### config.mk
export PLATFORM = sky130hd
export DESIGN_NAME = cache_controller_config_and_counters
export DESIGN_NICKNAME = d
export VERILOG_FILES = /design/src/cache_cfg_pkg.sv /design/src/cache_controller_config_and_counters.sv /design/src/event_tally.sv /design/src/flush_sequencer.sv
export SDC_FILE = /design/constraint.sdc
export NUM_CORES = 1
export LEC_CHECK = 0
export BUFFER_PORTS_ARGS = -buffer_cell sky130_fd_sc_hd__buf_4
export CAP_MARGIN = 10
export CORE_MARGIN = 8
export CORE_UTILIZATION = 55
export DETAILED_ROUTE_END_ITERATION = 6
export PLACE_DENSITY = 0.81
export SLEW_MARGIN = 0
export SYNTH_ARGS = -nofsm -noshare
export SYNTH_HDL_FRONTEND = slang
export SYNTH_SLANG_ARGS = --single-unit
### constraint.sdc
create_clock -name clock_in -period 2.7 [get_ports clock_in]
set_input_delay 0.135 -clock clock_in [delete_from_list [all_inputs] [get_ports clock_in]]
set_output_delay 0.135 -clock clock_in [all_outputs]
set_load 0.01 [all_outputs]
### src/cache_cfg_pkg.sv
// shared constants and types for the cache configuration block
package cache_cfg_pkg;
  typedef logic [31:0] word_t;
  typedef logic [1:0]  field2_t;
  typedef logic [8:0]  region_len_t;
  typedef logic [9:0]  block_cnt_t;
  typedef logic [9:0]  flush_cnt_t;
  typedef logic [12:0] ctrl_two_t;

  // register byte addresses
  localparam word_t ADDR_CONTROL_ONE = 32'h400C_3000;
  localparam word_t ADDR_LINE_SIZE   = 32'h400C_3004;
  localparam word_t ADDR_WAY_COUNT   = 32'h400C_3008;
  localparam word_t ADDR_CONTROL_TWO = 32'h400C_3020;
  localparam word_t ADDR_HIT_COUNTER = 32'h400C_3028;
  localparam word_t ADDR_MISS_COUNTER = 32'h400C_302C;

  // field positions
  localparam int FLUSH_BIT       = 0;
  localparam int KEEP_ZERO_BIT   = 1;
  localparam int FLASH_REMAP_BIT = 12;
  localparam int OTP_REMAP_BIT   = 11;
  localparam int CLK_GATE_BIT    = 10;
  localparam int ARRAY_WRITE_BIT = 9;
  localparam int REGION_LEN_MSB  = 8;
  localparam int CTRL_TWO_MSB    = 12;
  localparam int HIT_WIDTH       = 19;
  localparam int MISS_WIDTH      = 18;
  localparam int HTRANS_ACTIVE_BIT = 1;

  // reset values
  localparam field2_t   LINE_SIZE_RESET = 2'h0;
  localparam field2_t   WAY_COUNT_RESET = 2'h2;
  localparam ctrl_two_t CTRL_TWO_RESET  = 13'h0000;

  // field encodings and their decoded forms
  localparam field2_t    LINE_SEL_8  = 2'h0;
  localparam field2_t    LINE_SEL_16 = 2'h1;
  localparam field2_t    LINE_SEL_32 = 2'h2;
  localparam field2_t    WAYS_SEL_1  = 2'h0;
  localparam field2_t    WAYS_SEL_2  = 2'h1;
  localparam field2_t    WAYS_SEL_4  = 2'h2;
  localparam logic [5:0] LINE_BYTES_8  = 6'h08;
  localparam logic [5:0] LINE_BYTES_16 = 6'h10;
  localparam logic [5:0] LINE_BYTES_32 = 6'h20;
  localparam logic [2:0] WAYS_ONE  = 3'h1;
  localparam logic [2:0] WAYS_TWO  = 3'h2;
  localparam logic [2:0] WAYS_FOUR = 3'h4;

  // flush timing in bus clock cycles, chosen by data ram size
  localparam flush_cnt_t FLUSH_CYCLES_8K  = 10'h100;
  localparam flush_cnt_t FLUSH_CYCLES_16K = 10'h200;
  localparam bit         DATA_RAM_16K     = 1'b1;
  localparam flush_cnt_t FLUSH_CYCLES = DATA_RAM_16K ? FLUSH_CYCLES_16K : FLUSH_CYCLES_8K;
  localparam flush_cnt_t FLUSH_LAST   = FLUSH_CYCLES - 10'h001;

  // region size in 64 kbyte blocks; 16 Mbyte cap when otp is cached too
  localparam block_cnt_t ONE_BLOCK             = 10'h001;
  localparam block_cnt_t OTP_CACHED_MAX_BLOCKS = 10'h100;

  typedef enum logic [1:0] {FLUSH_IDLE = 2'b00, FLUSH_RUN = 2'b01} flush_state_e;
  typedef enum logic {BUS_IDLE = 1'b0, BUS_READ = 1'b1} bus_state_e;
endpackage

### src/cache_controller_config_and_counters.sv
// cache controller configuration registers, flush and hit/miss tallies
//
// Our own choice: register access over AHB-Lite.
`timescale 1ns/100ps
`default_nettype none
module cache_controller_config_and_counters (
  input  wire logic                     clock_in,
  input  wire logic                     rst_in,
  // ahb-lite slave
  input  wire logic                     hsel_in,
  input  wire cache_cfg_pkg::word_t     haddr_in,
  input  wire logic [1:0]               htrans_in,
  input  wire logic                     hwrite_in,
  input  wire logic [2:0]               hsize_in,
  input  wire cache_cfg_pkg::word_t     hwdata_in,
  input  wire logic                     hready_in,
  output logic                          hreadyout_out,
  output logic                          hresp_out,
  output cache_cfg_pkg::word_t          hrdata_out,
  // lookup results from the controller core
  input  wire logic                     lookup_valid_in,
  input  wire logic                     lookup_hit_in,
  input  wire logic                     monitor_run_in,
  // configuration towards the controller core
  output logic                          flush_busy_out,
  output cache_cfg_pkg::flush_cnt_t     tag_clear_index_out,
  output logic [5:0]                    line_len_bytes_out,
  output logic [2:0]                    ways_out,
  output logic                          flash_cacheable_when_remapped_out,
  output logic                          otp_cacheable_when_remapped_out,
  output logic                          controller_clock_gate_en_out,
  output logic                          array_write_en_out,
  output logic                          cache_enable_out,
  output cache_cfg_pkg::block_cnt_t     cacheable_blocks_out
);
  import cache_cfg_pkg::*;

  bus_state_e       bus_state_q, bus_state_d;
  word_t            addr_q,      addr_d;
  logic             wr_pend_q,   wr_pend_d;
  logic             hreadyout_q, hreadyout_d;
  word_t            hrdata_q,    hrdata_d;
  logic             addr_take;
  logic             wr_ctrl1, wr_line, wr_way, wr_ctrl2, wr_hit, wr_miss;
  word_t            read_word;
  logic             keep_zero_q, keep_zero_d;
  field2_t          line_size_q, line_size_d;
  field2_t          way_count_q, way_count_d;
  ctrl_two_t        ctrl2_q,     ctrl2_d;
  logic             flush_start;
  logic [HIT_WIDTH-1:0]  hit_count;
  logic [MISS_WIDTH-1:0] miss_count;
  logic             hit_step, miss_step;
  logic [5:0]       line_bytes_q, line_bytes_d;
  logic [2:0]       ways_q,       ways_d;
  logic             enable_q,     enable_d;
  block_cnt_t       blocks_q,     blocks_d;
  block_cnt_t       blocks_raw;
  region_len_t      region_len;

  // a transfer is taken when selected, ready and nonseq or seq
  assign addr_take = hsel_in & hready_in & htrans_in[HTRANS_ACTIVE_BIT];

  // writes finish without wait; reads insert one wait state so that a
  // read right behind a write sees the freshly written value
  always_comb begin
    bus_state_d = bus_state_q;
    addr_d      = addr_q;
    wr_pend_d   = 1'b0;
    hreadyout_d = 1'b1;
    hrdata_d    = hrdata_q;
    case (bus_state_q)
      BUS_IDLE: if (addr_take) begin
        addr_d    = haddr_in;
        wr_pend_d = hwrite_in;
        if (!hwrite_in) begin
          bus_state_d = BUS_READ;
          hreadyout_d = 1'b0;
        end
      end
      BUS_READ: begin
        hrdata_d    = read_word;
        bus_state_d = BUS_IDLE;
      end
      default: bus_state_d = BUS_IDLE;
    endcase
  end

  // bus slave registers
  always_ff @(posedge clock_in) begin
    if (rst_in) begin
      bus_state_q <= BUS_IDLE;
      addr_q      <= '0;
      wr_pend_q   <= 1'b0;
      hreadyout_q <= 1'b1;
      hrdata_q    <= '0;
    end else begin
      bus_state_q <= bus_state_d;
      addr_q      <= addr_d;
      wr_pend_q   <= wr_pend_d;
      hreadyout_q <= hreadyout_d;
      hrdata_q    <= hrdata_d;
    end
  end

  // write strobes in the data phase; unmapped writes are dropped
  always_comb begin
    wr_ctrl1 = 1'b0;
    wr_line  = 1'b0;
    wr_way   = 1'b0;
    wr_ctrl2 = 1'b0;
    wr_hit   = 1'b0;
    wr_miss  = 1'b0;
    if (wr_pend_q) begin
      if (addr_q == ADDR_CONTROL_ONE) begin
        wr_ctrl1 = 1'b1;
      end else if (addr_q == ADDR_LINE_SIZE) begin
        wr_line = 1'b1;
      end else if (addr_q == ADDR_WAY_COUNT) begin
        wr_way = 1'b1;
      end else if (addr_q == ADDR_CONTROL_TWO) begin
        wr_ctrl2 = 1'b1;
      end else if (addr_q == ADDR_HIT_COUNTER) begin
        wr_hit = 1'b1;
      end else if (addr_q == ADDR_MISS_COUNTER) begin
        wr_miss = 1'b1;
      end
    end
  end

  // read mux; reserved bits other than the stored reserved control bit read zero, as do unmapped addresses
  always_comb begin
    read_word = '0;
    if (addr_q == ADDR_CONTROL_ONE) begin
      read_word[KEEP_ZERO_BIT] = keep_zero_q; // flush bit stays 0
    end else if (addr_q == ADDR_LINE_SIZE) begin
      read_word[1:0] = line_size_q;
    end else if (addr_q == ADDR_WAY_COUNT) begin
      read_word[1:0] = way_count_q;
    end else if (addr_q == ADDR_CONTROL_TWO) begin
      read_word[CTRL_TWO_MSB:0] = ctrl2_q;
    end else if (addr_q == ADDR_HIT_COUNTER) begin
      read_word[HIT_WIDTH-1:0] = hit_count;
    end else if (addr_q == ADDR_MISS_COUNTER) begin
      read_word[MISS_WIDTH-1:0] = miss_count;
    end
  end

  // configuration register next values; the reserved control bit is
  // stored as written, since nothing in the core looks at it
  always_comb begin
    keep_zero_d = keep_zero_q;
    line_size_d = line_size_q;
    way_count_d = way_count_q;
    ctrl2_d     = ctrl2_q;
    if (wr_ctrl1) begin
      keep_zero_d = hwdata_in[KEEP_ZERO_BIT];
    end
    if (wr_line) begin
      line_size_d = hwdata_in[1:0];
    end
    if (wr_way) begin
      way_count_d = hwdata_in[1:0];
    end
    if (wr_ctrl2) begin
      ctrl2_d = hwdata_in[CTRL_TWO_MSB:0];
    end
  end

  // configuration registers
  always_ff @(posedge clock_in) begin
    if (rst_in) begin
      keep_zero_q <= 1'b0;
      line_size_q <= LINE_SIZE_RESET;
      way_count_q <= WAY_COUNT_RESET;
      ctrl2_q     <= CTRL_TWO_RESET;
    end else begin
      keep_zero_q <= keep_zero_d;
      line_size_q <= line_size_d;
      way_count_q <= way_count_d;
      ctrl2_q     <= ctrl2_d;
    end
  end

  // a one in the flush bit starts a full tag walk
  assign flush_start = wr_ctrl1 & hwdata_in[FLUSH_BIT];

  flush_sequencer u_flush (
    .clock_in  (clock_in),
    .rst_in    (rst_in),
    .start_in  (flush_start),
    .busy_out  (flush_busy_out),
    .index_out (tag_clear_index_out)
  );

  // each lookup steps exactly one tally, only while the monitor runs
  assign hit_step  = monitor_run_in & lookup_valid_in & lookup_hit_in;
  assign miss_step = monitor_run_in & lookup_valid_in & ~lookup_hit_in;

  event_tally #(.WIDTH(HIT_WIDTH)) u_hits (
    .clock_in      (clock_in),
    .rst_in        (rst_in),
    .load_in       (wr_hit),
    .load_value_in (hwdata_in[HIT_WIDTH-1:0]),
    .step_in       (hit_step),
    .count_out     (hit_count)
  );

  event_tally #(.WIDTH(MISS_WIDTH)) u_misses (
    .clock_in      (clock_in),
    .rst_in        (rst_in),
    .load_in       (wr_miss),
    .load_value_in (hwdata_in[MISS_WIDTH-1:0]),
    .step_in       (miss_step),
    .count_out     (miss_count)
  );

  assign region_len = ctrl2_q[REGION_LEN_MSB:0];
  assign blocks_raw = {1'b0, region_len} + ONE_BLOCK;

  // decoded configuration; reserved codes give zero so the core can
  // tell them apart instead of guessing a geometry
  always_comb begin
    case (line_size_q)
      LINE_SEL_8:  line_bytes_d = LINE_BYTES_8;
      LINE_SEL_16: line_bytes_d = LINE_BYTES_16;
      LINE_SEL_32: line_bytes_d = LINE_BYTES_32;
      default:     line_bytes_d = '0;
    endcase
    case (way_count_q)
      WAYS_SEL_1: ways_d = WAYS_ONE;
      WAYS_SEL_2: ways_d = WAYS_TWO;
      WAYS_SEL_4: ways_d = WAYS_FOUR;
      default:    ways_d = '0;
    endcase
    enable_d = (region_len != '0);
    if (region_len == '0) begin
      blocks_d = '0;
    end else if (ctrl2_q[OTP_REMAP_BIT] && (blocks_raw > OTP_CACHED_MAX_BLOCKS)) begin
      blocks_d = OTP_CACHED_MAX_BLOCKS;
    end else begin
      blocks_d = blocks_raw;
    end
  end

  // decoded output registers
  always_ff @(posedge clock_in) begin
    if (rst_in) begin
      line_bytes_q <= LINE_BYTES_8; // agrees with the line size field reset
      ways_q       <= WAYS_FOUR;    // agrees with the way count field reset
      enable_q     <= 1'b0;
      blocks_q     <= '0;
    end else begin
      line_bytes_q <= line_bytes_d;
      ways_q       <= ways_d;
      enable_q     <= enable_d;
      blocks_q     <= blocks_d;
    end
  end

  // outputs; array writes carry no extra guard here
  assign hreadyout_out      = hreadyout_q;
  assign hresp_out          = 1'b0;
  assign hrdata_out         = hrdata_q;
  assign line_len_bytes_out = line_bytes_q;
  assign ways_out           = ways_q;
  assign cache_enable_out   = enable_q;
  assign cacheable_blocks_out = blocks_q;
  assign flash_cacheable_when_remapped_out = ctrl2_q[FLASH_REMAP_BIT];
  assign otp_cacheable_when_remapped_out   = ctrl2_q[OTP_REMAP_BIT];
  assign controller_clock_gate_en_out      = ctrl2_q[CLK_GATE_BIT];
  assign array_write_en_out                = ctrl2_q[ARRAY_WRITE_BIT];

  // helper: busy cycles since the last flush start, held once the walk ends
  flush_cnt_t flush_age_q;
  always_ff @(posedge clock_in) begin
    if (rst_in || flush_start) begin
      flush_age_q <= '0;
    end else if (flush_busy_out) begin
      flush_age_q <= flush_age_q + 10'h001;
    end
  end
endmodule // cache_controller_config_and_counters
`default_nettype wire

### src/event_tally.sv
// loadable event counter that wraps at its width
`timescale 1ns/100ps
`default_nettype none
module event_tally #(
  parameter int WIDTH = 18
) (
  input  wire logic             clock_in,
  input  wire logic             rst_in,
  input  wire logic             load_in,
  input  wire logic [WIDTH-1:0] load_value_in,
  input  wire logic             step_in,
  output logic      [WIDTH-1:0] count_out
);
  logic [WIDTH-1:0] count_q, count_d;

  // a software write wins over a step in the same cycle
  always_comb begin
    count_d = count_q;
    if (load_in) begin
      count_d = load_value_in;
    end else if (step_in) begin
      count_d = count_q + {{(WIDTH-1){1'b0}}, 1'b1};
    end
  end

  // count register, zero after reset
  always_ff @(posedge clock_in) begin
    if (rst_in) begin
      count_q <= '0;
    end else begin
      count_q <= count_d;
    end
  end

  assign count_out = count_q;
endmodule // event_tally
`default_nettype wire

### src/flush_sequencer.sv
// walks every tag entry once to invalidate the whole cache
`timescale 1ns/100ps
`default_nettype none
module flush_sequencer (
  input  wire logic              clock_in,
  input  wire logic              rst_in,
  input  wire logic              start_in,
  output logic                   busy_out,
  output cache_cfg_pkg::flush_cnt_t index_out
);
  import cache_cfg_pkg::*;

  flush_state_e state_q, state_d;
  flush_cnt_t   index_q, index_d;
  logic         busy_q,  busy_d;

  // a new start restarts the walk from entry zero
  always_comb begin
    state_d = state_q;
    index_d = index_q;
    case (state_q)
      FLUSH_IDLE: if (start_in) begin
        state_d = FLUSH_RUN;
        index_d = '0;
      end
      FLUSH_RUN: if (start_in) begin
        index_d = '0;
      end else if (index_q == FLUSH_LAST) begin
        state_d = FLUSH_IDLE;
      end else begin
        index_d = index_q + 10'h001;
      end
      default: state_d = FLUSH_IDLE;
    endcase
    busy_d = (state_d == FLUSH_RUN);
  end

  // state registers
  always_ff @(posedge clock_in) begin
    if (rst_in) begin
      state_q <= FLUSH_IDLE;
      index_q <= '0;
      busy_q  <= 1'b0;
    end else begin
      state_q <= state_d;
      index_q <= index_d;
      busy_q  <= busy_d;
    end
  end

  assign busy_out  = busy_q;
  assign index_out = index_q;
endmodule // flush_sequencer
`default_nettype wire

### Word-level counts from Yosys, hierarchy flattened

Cells that the tools add are included.

| storage, ports and cells | value |
|---|---|
| flip-flop bits (word level) | 142 |
| logic and storage cells | 120 |
| output and inout bits | 69 |

| operators by class | value |
|---|---|
| reductions and logical operators | 14 |
| bitwise gates (word level) | 9 |
| magnitude comparators | 1 |
| eq/ne operators | 15 |
| $add $sub $neg | 4 |
| mux-type cells | 58 |

Operators with widths:

| kind | number |
|---|---|
| == test 32 x 31 -> 1 bit (second input constant) | 6 |
| 2-to-1 mux 18 bit | 4 |
| 2-to-1 mux 17 bit | 3 |
| 2-to-1 mux 19 bit | 2 |
| 2-to-1 mux 1 bit | 33 |
| 2-to-1 mux 10 bit | 3 |
| case mux 10 bit (2 select lines) | 1 |
| adder 19 x 1 -> 19 bit (second input constant) | 1 |
| adder 18 x 1 -> 18 bit (second input constant) | 1 |
| case mux 6 bit (3 select lines) | 1 |
| 2-to-1 mux 13 bit | 1 |
| adder 10 x 1 -> 10 bit (second input constant) | 1 |
| adder 9 x 1 -> 10 bit (second input constant) | 1 |
| == test 10 x 9 -> 1 bit (second input constant) | 1 |
| > comparator 10 x 9 -> 1 bit (second input constant) | 1 |
| 2-to-1 mux 2 bit | 5 |
| zero test 9 bit | 1 |
| 2-to-1 mux 9 bit | 1 |
| case mux 3 bit (3 select lines) | 1 |
| nonzero test 9 bit | 1 |
| == test 2 x 1 -> 1 bit (second input constant) | 4 |
| AND 1 bit | 6 |
| zero test 2 bit | 3 |
| 2-to-1 mux 6 bit | 1 |
| 12 further kinds | 18 |

### Longest topological paths before layout

| depth | value |
|---|---|
| word-level depth | 9 |
| depth in mapped cells | 7 |
| depth with buffers taken out | 6 |

### By module

A second synthesis with hierarchy kept.

| second synthesis, totals | value |
|---|---|
| cells, all modules | 803 |
| area total of the unflattened synthesis | 6814.0 µm² |

By module, submodules not included:

| module | cells each | area an instance (µm²) | times used |
|---|---|---|---|
| cache_controller_config_and_counters | 487 | 4060.1 | 1 |
| event_tally (u_hits) | 124 | 1132.3 | 1 |
| event_tally (u_misses) | 123 | 980.9 | 1 |
| flush_sequencer | 69 | 640.6 | 1 |

### Worst setup path after synthesis

OpenSTA, ideal clock, no wires.

| path | value |
|---|---|
| path type | reg2reg |
| start point | register addr_q[4] |
| end point | register u_misses.count_q[16], in the netlist u_misses.count_out[16] |
| data arrival time | 1.816 ns |
| slack | 0.745 ns |
| required time | 2.561 ns |
| period minus slack after synthesis | 1.955 ns |
| stages on the path, launching flop included | 8 |
| library setup time | 0.139 ns |
| path buffers | 2 |
| path through | dfxtp_1 > nor4b_4 > nand4_4 > or4_4 > buf_6 > buf_6 > nor2_1 > a211oi_2 |

| on the way | value |
|---|---|
| word-level cells in the longest chain between the ends | 9 |
| elaborated cells on any way between the ends | 15 |
| classes of those cells | eq/ne: 6; mux: 8; reduce/logical: 1 |

Ends and longest elaborated chain:

| item | RTL line | source |
|---|---|---|
| from (decl) | cache_controller_config_and_counters.sv:39 | `word_t addr_q, addr_d;` |
| from (signal assigned) | cache_controller_config_and_counters.sv:99 | `addr_q <= addr_d;` |
| == test 32 x 31 -> 1 bit | cache_controller_config_and_counters.sv:125 | `end else if (addr_q == ADDR_MISS_COUNTER) begin` |
| 2-to-1 mux 1 bit | cache_controller_config_and_counters.sv:125 |  |
| 2-to-1 mux 1 bit | cache_controller_config_and_counters.sv:123 | `end else if (addr_q == ADDR_HIT_COUNTER) begin` |
| 2-to-1 mux 1 bit | cache_controller_config_and_counters.sv:121 | `end else if (addr_q == ADDR_CONTROL_TWO) begin` |
| 2-to-1 mux 1 bit | cache_controller_config_and_counters.sv:119 | `end else if (addr_q == ADDR_WAY_COUNT) begin` |
| 2-to-1 mux 1 bit | cache_controller_config_and_counters.sv:117 | `end else if (addr_q == ADDR_LINE_SIZE) begin` |
| 2-to-1 mux 1 bit (*) | cache_controller_config_and_counters.sv:115 | `if (addr_q == ADDR_CONTROL_ONE) begin` |
| 2-to-1 mux 1 bit (*) | cache_controller_config_and_counters.sv:114 | `if (wr_pend_q) begin` |
| 2-to-1 mux 18 bit or nonzero test 2 bit (tied branches) | n/a |  |
| to (signal assigned) | event_tally.sv:31 | `count_q <= count_d;` |
| to (decl) | event_tally.sv:14 | `logic [WIDTH-1:0] count_q, count_d;` |

Every way passes the cells marked *; elsewhere a longest branch is shown, timed or not.
A chain may end at the register's enable or synchronous reset.

### Worst setup path in the final report

| path | value |
|---|---|
| start point | register addr_q[16] |
| end point | register u_misses.count_q[17], in the netlist u_misses.count_out[17] |

Same word-level chain as after synthesis.

==> flow_summary.toml <==
[clock_network]
worst_skew_pair.late_latency_ps = 420
cts_resized = 0
hold_buffers = 42
cts.sinks = 139
tritoncts = "done"
htreeDepth = 4
cts-buffers-inserted = 17
cts_setup_buffers = 0
clk_pin_slew_ps = 60
cts.path.max_buffers = 2
root_buffer = "clkbuf_16"

[finish]
nNetsFinal = 1004
stdcell_count = 1080
synthToLayoutAreaGrowth_pct = 27.9
num_antenna_cells = 0
final_layout_size_suffix_gt1_frac = 0.200
layout_common_cells = "dfxtp_1 (139), buf_4 (129), nand2_1 (115)"
final_common_cell = "dfxtp_1"

[synthesis]
synth_top_area_share = 0.416
ys_ff_latch = 139
avgSynthCellArea_um2 = 8.54
ys_types = 60
yosysSeqAreaShare = 0.416
synth_area_um2 = 6690
syn_inst = 783
ys_warn_count = 0
yosysTopAreaCell = "dfxtp_1"
async_reset_ff_frac = 0
synthTopCellsByArea = "dfxtp_1 (42%), nand2_1 (6.5%), mux2i_1 (4.8%)"
synth_top_flop_cell = "dfxtp_1"
synth_edf_count = 0

[detailed_routing]
wl_um = 18300
vias = 6221
via_per_inst = 5.76
drt_iter0_drc = 578
wl_per_cell_um = 17.0
drtAntennaViolNets = 0
dr.pass1.iters = 5
remaining_drc_errors = 0

[floorplanning]
core_area_um2 = 12000
die_y_um = 126
die_area_um2 = 15900
num_rows = 40
start_util = 0.559
pin_count = 146
die_w_um = 126

[timing]
slew_headroom = 0.524
worst_pin_slew_ps = 704
setup_slack_ps = 480
setup_violations = 0
min_period_over_period = 0.822
drv_slew = 0
layout_min_cycle_time_ps = 2220
clock.fmax_ghz = 0.450
setup-tns-final_ps = 0
rsz0062_at_grt = "no"
final_hold_viol_count = 0
skew_ps = 6.48

[global_route]
grt_overflow = 0
grt_pass1_vias = 6212
track_usage = 0.230
antenna_found_initial = 0
grt_max_degree = 59
grt_pass1_wl_um = 30300

[worst_setup_path]
reg2reg_setup_slack_ps = 480
end_kind = "register"
cp.arrival_ps = 2500
reg2reg_depth = 5
start_kind = "register"
criticalPathCategory = "register to register"
cp.required_ps = 2980
crit_fanout = 36

[min_path]
min_path_cells = 3
hold_path.class = "input pin to register"

[pwr]
p_per_area_nw_per_um2 = 548
cellLeakagePower_nw = 3.12
ir_drop_uv = 368
finalPower_w = 0.00468

[run_status]
status = "finished clean"

[placement]
place_inst = 1007
preCtsSetupSlack_ps = 510
placement.io_buffers = 111
gp_congestion = 0.867
hpwl_um = 11900

[flow_run]
cap_violations = 0
## worst max-delay path, cell delays in order, from the launching register on
cell and delay [ps]:
dfxtp_1 350, nor4_4 340, nand4_4 230, or4_4 840
nor2_1 230, a211oi_2 60
## area by class of cell
cell class / instances / area (um^2)
multi-input combinational: 579 / 3560
fill: 935 / 3410
sequential: 139 / 2780
timing repair buffer: 171 / 1390
clock buffer: 24 / 502
tap: 147 / 184
clock inverter: 7 / 87.6
inverter: 13 / 48.8
## cell usage after synthesis (all sizes together), types with 4 or more instances
master    n
a211oi   38
a21oi    60
a22oi    11
a32oi     5
and3      4
buf      26
clkbuf   43
dfxtp   139
ha        6
inv      13
mux2i    32
nand2   115
nand2b    4
nand3    30
nand4    21
nor2     82
nor2b     4
nor3     28
nor4     16
nor4b     7
o21ai     4
o22ai     6
or4       7
xnor2    21
xor2     23
## routing by layer
layer	track usage	share of wire	vias to the layer above
met2	0.384	0.49	250
li1	-	-	3024
met5	0	0	-
met1	0.263	0.41	2900
met4	0.109	0.025	0
met3	0.0709	0.078	47
## state kept, by name (all words and copies together), names as in the netlist
name,count
cache_enable_out,1
cacheable_blocks_out,10
wr_pend_q,1
ways_out,3
keep_zero_q,1
addr_q,32
hrdata_out,19
u_flush.index_out,10
u_flush.state_q,2
u_flush.busy_out,1
bus_state_q,1
u_misses.count_out,18
line_len_bytes_out,3
hreadyout_out,1
line_size_q,2
way_count_q,2
u_hits.count_out,19
ctrl2_q,13
## per-stage QoR
| step | hold WS [ps] | area, um^2 | util |
|---|---|---|---|
| final | 8.94 | 8550 | 0.715 |
| after global routing | 3.39 | 8550 | 0.715 |
| after CTS | 2.15 | 8550 | 0.715 |
| after detailed placement | 356 | 7540 | 0.631 |
| after global placement | 352 | 7540 | 0.631 |
| after floorplan | 253 | 6750 | - |
## report_power, final
part	internal (W)	switching, W
combinational	0.000135	0.000137
sequential	0.00207	0.0000213
clock	0.00147	0.000848
total	0.00368	0.00101
## worst paths after layout
check                                 to     startpoint
setup / recovery  u_misses.count_out[17]     addr_q[16]
hold / removal                 addr_q[0]    haddr_in[0]
setup reg to reg  u_misses.count_out[17]     addr_q[16]
hold reg to reg            hrdata_out[0]  hrdata_out[0]
## cells by family after synthesis
| kind of cell | after synthesis | synth area share |
|---|---|---|
| adder cells (fa/ha/maj) | 6 | 0.0112 |
| multiplexers | 32 | 0.0479 |
| AND/OR/NAND/NOR | 335 | 0.253 |
| other | 1 | 0.000561 |
| flip-flops | 139 | 0.416 |
| XOR/XNOR | 44 | 0.0576 |
| buffers and inverters | 82 | 0.0612 |
| AO/OA/AOI/OAI | 144 | 0.153 |
Note: power is estimated with default switching activity, not from simulation.
